[config.mk]
export PLATFORM = sky130hd
export DESIGN_NAME = prioritized_vectored_interrupt_unit
export DESIGN_NICKNAME = d
export VERILOG_FILES = /design/src/core/irq_unit_pkg.sv /design/src/core/prioritized_vectored_interrupt_unit.sv
export SDC_FILE = /design/constraint.sdc
export NUM_CORES = 1
export LEC_CHECK = 0
export BUFFER_PORTS_ARGS = -buffer_cell sky130_fd_sc_hd__buf_2
export CORE_ASPECT_RATIO = 1.25
export CORE_MARGIN = 4
export CORE_UTILIZATION = 50
export CTS_BUF_LIST = sky130_fd_sc_hd__clkbuf_16
export DETAILED_ROUTE_END_ITERATION = 6
export GPL_TIMING_DRIVEN = 0
export PLACE_DENSITY = 0.93
export SLEW_MARGIN = 20
export SYNTH_ARGS = -nofsm -noshare
export SYNTH_HDL_FRONTEND = slang
export SYNTH_SLANG_ARGS = --single-unit
[constraint.sdc]
create_clock -name clk -period 7.65 [get_ports clk]
set_input_delay 1.53 -clock clk [delete_from_list [all_inputs] [get_ports clk]]
set_output_delay 1.53 -clock clk [all_outputs]
set_load 0.01 [all_outputs]
[src/core/irq_unit_pkg.sv]
// Constants for the prioritized vectored interrupt unit.
// Assumes a 16-bit program counter, 4-bit code segment and 8-bit status word.
package irq_unit_pkg;
	localparam int NUM_MASKABLE = 29;
	localparam int VEC_W        = 16;
	localparam int PC_W         = 16;
	localparam int SEG_W        = 4;
	localparam int PSW_W        = 8;
	localparam int IDX_W        = 5;
	localparam int SWI_W        = 6;
	// Watchdog vector, top priority
	localparam logic [VEC_W-1:0] WDT_VECTOR = 16'h0008;
	// Software interrupt table base; operand n selects entry base + 2n
	localparam logic [VEC_W-1:0] SWI_BASE   = 16'h0080;
	// Maskable vectors, index 0 is priority 2 and index 28 is priority 30
	localparam logic [VEC_W-1:0] VECTORS [NUM_MASKABLE] = '{
		16'h0010, 16'h0012, 16'h0014, 16'h0016, 16'h0018, 16'h001a, 16'h001c,
		16'h001e, 16'h0020, 16'h0022, 16'h0024, 16'h002a, 16'h002c, 16'h002e,
		16'h0030, 16'h0032, 16'h0038, 16'h003a, 16'h0040, 16'h0042, 16'h0058,
		16'h005a, 16'h0060, 16'h0062, 16'h0064, 16'h006a, 16'h006e, 16'h0070,
		16'h0076};
	localparam int IDX_SERIAL_PORT0 = 8;
	localparam int IDX_SERIAL_PORT1 = 9;
	localparam int IDX_CONVERTER    = 10;
	localparam int IDX_FLASH        = 11;
	localparam logic [1:0] LEVEL_NONE = 2'h0;
	localparam logic [1:0] LEVEL_ONE  = 2'h1;
	localparam logic [1:0] LEVEL_TWO  = 2'h2;
	typedef enum logic [1:0] {ST_RUN, ST_HOLD, ST_ENTRY} irq_state_t;
endpackage

[src/core/prioritized_vectored_interrupt_unit.sv]
// Interrupt unit: request flags, enables, priority pick, vector and entry sequence.
// Assumes the core pulses instr_done at each instruction end and interrupt_accept
// when it takes the presented request; source events are synchronous pulses.
// Return from an interrupt is the core's business: the saved registers only
// change on the next entry at the same level, and the level is only set here on entry (1 for maskable or software, 2 for watchdog).
`timescale 1ns/10ps
module prioritized_vectored_interrupt_unit (
	input  wire logic                                 clk,
	input  wire logic                                 reset_n,
	input  wire logic [irq_unit_pkg::NUM_MASKABLE-1:0] source_events,
	input  wire logic                                 watchdog_irq,
	input  wire logic                                 flag_write,
	input  wire logic [irq_unit_pkg::NUM_MASKABLE-1:0] flag_wdata,
	input  wire logic                                 enable_write,
	input  wire logic [irq_unit_pkg::NUM_MASKABLE-1:0] enable_wdata,
	input  wire logic                                 master_write,
	input  wire logic                                 master_wdata,
	input  wire logic                                 instr_done,
	input  wire logic                                 interrupt_accept,
	input  wire logic                                 software_irq_instr,
	input  wire logic [irq_unit_pkg::SWI_W-1:0]        software_irq_operand,
	input  wire logic [irq_unit_pkg::PC_W-1:0]         program_counter,
	input  wire logic [irq_unit_pkg::SEG_W-1:0]        code_segment_reg,
	input  wire logic [irq_unit_pkg::PSW_W-1:0]        program_status_word,
	output logic                                      irq_request,
	output logic      [irq_unit_pkg::VEC_W-1:0]        irq_vector,
	output logic                                      irq_nonmaskable,
	output logic                                      pc_load,
	output logic      [irq_unit_pkg::PC_W-1:0]         pc_load_value,
	output logic      [irq_unit_pkg::NUM_MASKABLE-1:0] request_flag_reg,
	output logic      [irq_unit_pkg::NUM_MASKABLE-1:0] source_enable_regs,
	output logic                                      master_irq_enable,
	output logic      [1:0]                           exception_level,
	output logic      [irq_unit_pkg::PC_W-1:0]         level1_return_addr,
	output logic      [irq_unit_pkg::SEG_W-1:0]        level1_saved_segment,
	output logic      [irq_unit_pkg::PSW_W-1:0]        level1_saved_status,
	output logic      [irq_unit_pkg::PC_W-1:0]         level2_return_addr,
	output logic      [irq_unit_pkg::SEG_W-1:0]        level2_saved_segment,
	output logic      [irq_unit_pkg::PSW_W-1:0]        level2_saved_status
);
	// All state lives in one struct so that the next-state logic is a single
	// combinational copy; every output is then a plain field of the register
	// and no output is ever decoded after the flip-flops.
	typedef struct packed {
		irq_unit_pkg::irq_state_t                  state;
		logic [irq_unit_pkg::NUM_MASKABLE-1:0]     flags;
		logic [irq_unit_pkg::NUM_MASKABLE-1:0]     enables;
		logic                                      master;
		logic [1:0]                                level;
		logic                                      request;
		logic [irq_unit_pkg::VEC_W-1:0]            vector;
		logic                                      nmi;
		logic [irq_unit_pkg::IDX_W-1:0]            index;
		logic                                      pc_load;
		logic [irq_unit_pkg::PC_W-1:0]             pc_value;
		logic [irq_unit_pkg::PC_W-1:0]             l1_pc;
		logic [irq_unit_pkg::SEG_W-1:0]            l1_seg;
		logic [irq_unit_pkg::PSW_W-1:0]            l1_psw;
		logic [irq_unit_pkg::PC_W-1:0]             l2_pc;
		logic [irq_unit_pkg::SEG_W-1:0]            l2_seg;
		logic [irq_unit_pkg::PSW_W-1:0]            l2_psw;
		logic                                      wdt_pend;
	} state_t;

	state_t s_reg;
	state_t s_next;
	logic   found;
	logic [irq_unit_pkg::IDX_W-1:0] pick;
	logic [irq_unit_pkg::NUM_MASKABLE-1:0] eligible;

	// Lowest index wins, scanning from the top index down
	// A plain loop keeps the table order as the only source of priority;
	// a tree would be faster but harder to keep in step with the vectors.
	always_comb begin
		eligible = s_reg.flags & s_reg.enables & {irq_unit_pkg::NUM_MASKABLE{s_reg.master}};
		found = 1'b0;
		pick  = '0;
		for (int i = irq_unit_pkg::NUM_MASKABLE - 1; i >= 0; i--) begin
			if (eligible[i]) begin
				found = 1'b1;
				pick  = irq_unit_pkg::IDX_W'(i);
			end
		end
	end

	always_comb begin
		s_next = s_reg;
		s_next.pc_load = 1'b0;
		// Set beats clear: events and software writes are merged after acceptance
		if (interrupt_accept && s_reg.request && !s_reg.nmi) begin
			s_next.flags[s_reg.index] = 1'b0;
		end
		if (flag_write) begin
			s_next.flags = flag_wdata;
		end
		s_next.flags = s_next.flags | source_events;
		if (enable_write) begin
			s_next.enables = enable_wdata;
		end
		if (master_write) begin
			s_next.master = master_wdata;
		end
		s_next.wdt_pend = s_reg.wdt_pend | watchdog_irq;

		// The hold window lasts until the next instr_done after a flag, enable or master write
		case (s_reg.state)
			irq_unit_pkg::ST_RUN: begin
				if (flag_write || enable_write || master_write) begin
					s_next.state = irq_unit_pkg::ST_HOLD;
				end
			end
			irq_unit_pkg::ST_HOLD: begin
				if (instr_done) begin
					s_next.state = irq_unit_pkg::ST_RUN;
				end
			end
			default: s_next.state = irq_unit_pkg::ST_RUN;
		endcase

		// Presented request is recomputed every cycle until the core takes it
		// The watchdog is checked first and ignores the hold window and the
		// master enable, so it preempts a maskable handler at any time.
		// A maskable request that is already presented may be replaced by a
		// better one; the core always takes whatever stands on its accept edge.
		s_next.request = 1'b0;
		s_next.nmi     = 1'b0;
		if (s_reg.wdt_pend) begin
			s_next.request = 1'b1;
			s_next.nmi     = 1'b1;
			s_next.vector  = irq_unit_pkg::WDT_VECTOR;
		end else if (found && s_next.state == irq_unit_pkg::ST_RUN
				&& s_reg.state == irq_unit_pkg::ST_RUN && s_next.master) begin
			s_next.request = 1'b1;
			s_next.index   = pick;
			s_next.vector  = irq_unit_pkg::VECTORS[pick];
		end


		// Entry sequence: state is saved from the core's values on the accept
		// edge, and the jump target is the vector that stood at that edge.
		// The presented request drops for one cycle so the core never sees a
		// stale request for the source it has just taken.
		if (interrupt_accept && s_reg.request) begin
			s_next.request  = 1'b0;
			s_next.pc_load  = 1'b1;
			s_next.pc_value = s_reg.vector;
			if (s_reg.nmi) begin
				s_next.wdt_pend = watchdog_irq;
				s_next.l2_pc  = program_counter;
				s_next.l2_seg = code_segment_reg;
				s_next.l2_psw = program_status_word;
				s_next.level  = irq_unit_pkg::LEVEL_TWO;
			end else begin
				s_next.l1_pc  = program_counter;
				s_next.l1_seg = code_segment_reg;
				s_next.l1_psw = program_status_word;
				s_next.master = 1'b0;
				s_next.level  = irq_unit_pkg::LEVEL_ONE;
			end
		end else if (software_irq_instr) begin
			// A software trap is taken at once and ignores the master enable
			// A hardware accept in the same cycle wins; the core must then
			// execute the trap again after the handler returns.
			s_next.request  = 1'b0;
			s_next.pc_load  = 1'b1;
			s_next.pc_value = irq_unit_pkg::SWI_BASE
				+ {irq_unit_pkg::PC_W'(software_irq_operand) << 1};
			s_next.l1_pc    = program_counter;
			s_next.l1_seg   = code_segment_reg;
			s_next.l1_psw   = program_status_word;
			s_next.master   = 1'b0;
			s_next.level    = irq_unit_pkg::LEVEL_ONE;
		end
	end


	// Reset clears everything, which leaves the unit idle, all sources
	// masked and the master enable off until software turns it on.
	always_ff @(posedge clk or negedge reset_n) begin
		if (!reset_n) begin
			s_reg <= '0;
		end else begin
			s_reg <= s_next;
		end
	end


	// Outputs come straight from the state register
	assign irq_request          = s_reg.request;
	assign irq_vector           = s_reg.vector;
	assign irq_nonmaskable      = s_reg.nmi;
	assign pc_load              = s_reg.pc_load;
	assign pc_load_value        = s_reg.pc_value;
	assign request_flag_reg     = s_reg.flags;
	assign source_enable_regs   = s_reg.enables;
	assign master_irq_enable    = s_reg.master;
	assign exception_level      = s_reg.level;
	assign level1_return_addr   = s_reg.l1_pc;
	assign level1_saved_segment = s_reg.l1_seg;
	assign level1_saved_status  = s_reg.l1_psw;
	assign level2_return_addr   = s_reg.l2_pc;
	assign level2_saved_segment = s_reg.l2_seg;
	assign level2_saved_status  = s_reg.l2_psw;
endmodule // prioritized_vectored_interrupt_unit

==> flow_summary.yaml <==
cts:
  cts_tree: "yes"
  cts_buffers: 17
  cts_hold_buf: 0
  clk_pin_slew_ns: 0.06
  clock_latency_ns: 0.41
  ctsResizeCount: 0
  clockRootBuffer: "clkbuf_16"
  cts.sink_count: 141
  cts_setup_buffers: 0
  cts_buffer_depth: 2
  htreeDepth: 4
logic_synthesis:
  syn_inst: 676
  synth-main-ff-cell: "dfrtp_1"
  synthArstFlopShare_pct: 100
  avgSynthCellArea_sq_um: 11.1
  yosys_warnings: 0
  synth-edff-count: 0
  synth_area_sq_um: 7470
  seq_area_frac_synth_pct: 47.2
  ys_seq_elements: 141
  ys_types: 65
cells_and_area:
  fin_area_sq_um: 9750
  antenna_cells: 0
  num-fill-cells: 1069
  drive_gt1_share_pct: 55.6
  final_common_cell: "buf_2"
  mostFrequentLayoutCells: "264 x buf_2, 149 x buf_4, 141 x dfrtp_1"
  areaGrowthSynthToFinish_pct: 30.5
  finalNetCount: 1113
power_and_ir_drop:
  p_leak_nw: 4.76
  p_int_w: 0.00172
  seq_power_share_pct: 38.1
  switching_share_pct: 28.1
  vdd_drop_max_uv: 117
  combPwrFrac_pct: 24.8
  p_sw_w: 0.000672
  clkPwrFrac_pct: 37.1
  power_density_nw_per_um2: 245
critical_path:
  reg2reg_slack_ns: 4.53
  reg2regPathDepth: 12
  worstReg2RegEnd: "irq_vector[2]"
  cp-end-kind: "register"
  cp_data_arrival_time_ns: 3.51
  r2r_start: "master_irq_enable"
  worstPathRequired_ns: 7.94
  crit_path_start_kind: "input port"
  path_class: "input port to register"
  crit_fanout: 10
floorplanning:
  start_util_pct: 51.4
  die_height_um: 145
  fp.dieW_um: 117
  row_count: 49
  die_area_sq_um: 17000
  coreArea_sq_um: 14500
  io_pins: 283
min_path:
  worstHoldStart: "s_reg[159]"
  hp-class: "register to register"
  min_to: "s_reg[158]"
  hold_depth: 1
timing:
  max_freq_mhz: 310
  rsz0062_at_grt: "no"
  finalClockSkew_ns: 0.0143
  maxSlewViolCount: 0
  setup_viol: 0
  worst_pin_slew_ns: 0.689
  hold_viol_final: 0
  min_period_over_period_pct: 42.1
  period_minus_slack_ns: 3.22
  setup_tns_ns: 0
  slew_headroom_pct: 54.1
global_routing:
  grt_max_degree: 102
  grt_usage_pct: 24.0
  grt_pass1_wl_mm: 32.5
  first_global_vias: 6382
  grt_overflow: 0
  antenna_found_initial: 0
job:
  maxCapViolCount: 0
detailed_routing:
  wl_mm: 20.7
  drt-initial-drc-count: 462
  drtAntennaViolNets: 0
  drcViolationCount: 0
  dr_total_vias: 6166
  vias_per_cell: 5.28
  wl_per_cell_um: 17.8
  dr.pass1.iters: 5
placed_design:
  dpl_cell_area_sq_um: 9110
  place_congestion: 0.898
  dp_hpwl_mm: 16.2
  portBuffers: 262
run_status:
  run_status: "finished, final reports clean"
[synth_stat cells (3+ instances only)]
| master | count | area [sq um] |
|---|---|---|
| buf_1 | 6 | 22.5 |
| nor2b_1 | 3 | 18.8 |
| buf_4 | 149 | 1120 |
| nand3b_1 | 5 | 37.5 |
| nor3_1 | 8 | 40.0 |
| o21ai_0 | 65 | 325 |
| mux2i_1 | 7 | 70.1 |
| nand2_1 | 30 | 113 |
| nor2_1 | 22 | 82.6 |
| buf_2 | 3 | 15.0 |
| a22oi_1 | 5 | 37.5 |
| a21oi_1 | 43 | 215 |
| a32o_1 | 3 | 30.0 |
| inv_1 | 5 | 18.8 |
| mux2_1 | 3 | 33.8 |
| o21a_1 | 4 | 30.0 |
| a22o_1 | 8 | 70.1 |
| clkbuf_1 | 10 | 37.5 |
| a211oi_1 | 3 | 22.5 |
| nand2b_1 | 4 | 25.0 |
| dfrtp_1 | 141 | 3530 |
| nand3_1 | 7 | 35.0 |
| mux2_2 | 87 | 980 |
| ha_1 | 5 | 62.6 |
[layer usage]
layer	GRT usage (%)	wire (um)
met5	0	0
met4	10.0	569
met3	5.79	1530
met2	43.8	10800
met1	27.2	7870
[logic make-up after synthesis]
group,share of synthesized area (%)
multiplexers,14.5
buffers and inverters,16.3
AND/OR/NAND/NOR,6.50
other,0.0502
flip-flops,47.2
adder cells (fa/ha/maj),0.837
AO/OA/AOI/OAI,14.6
[per-stage QoR]
stage / setup slack (ns) / utilization, % / std cells / total power (W) / hold WS (ns)
2_1_floorplan: 4.47 / - / 695 / 0.00130 / 0.405
3_3_place_gp: 3.14 / 62.5 / 1135 / 0.00149 / 0.412
3_5_place_dp: 3.98 / 62.7 / 1136 / 0.00152 / 0.428
4_1_cts: 4.41 / 67.1 / 1168 / 0.00241 / 0.435
5_1_grt: 4.28 / 67.1 / 1168 / 0.00251 / 0.461
6_report: 4.43 / 67.1 / 1168 / 0.00239 / 0.431
[area by class of cell]
cell class	count	area [sq um]	area share, %
Buffer	168	1190	12.2
Clock inverter	15	210	2.16
Inverter	6	22.5	0.231
Timing Repair Buffer	263	1350	13.8
Sequential cell	141	3530	36.2
Clock buffer	17	425	4.36
Multi-Input combinational cell	380	2800	28.7
Tap cell	178	223	2.28
[critical path: stages]
cell and delay, ns:
clkbuf_1 0.39, nor2_1 0.15, a21oi_1 0.18, buf_2 0.28, buf_1 0.55, mux2_2 0.42
[worst max-delay path by stage]
stage / from / to / cells past startpoint
2_1_floorplan: software_irq_instr / level1_return_addr[10] / 6
3_3_place_gp: reset_n / source_enable_regs[19] / 1
3_5_place_dp: software_irq_instr / level1_saved_status[7] / 6
4_1_cts: software_irq_instr / level1_saved_status[7] / 6
5_1_grt: software_irq_instr / level1_saved_status[7] / 6
6_report: software_irq_instr / level1_saved_status[7] / 6
[power by group through the flow]
stage | clock network (W) | registers [W] | logic, W
2_1_floorplan | 0 | 0.000902 | 0.000394
3_3_place_gp | 0 | 0.000918 | 0.000573
3_5_place_dp | 0 | 0.000925 | 0.000593
4_1_cts | 0.000901 | 0.000912 | 0.000595
5_1_grt | 0.000939 | 0.000925 | 0.000641
6_report | 0.000887 | 0.000913 | 0.000594
Power figures use the tool's default switching activity.
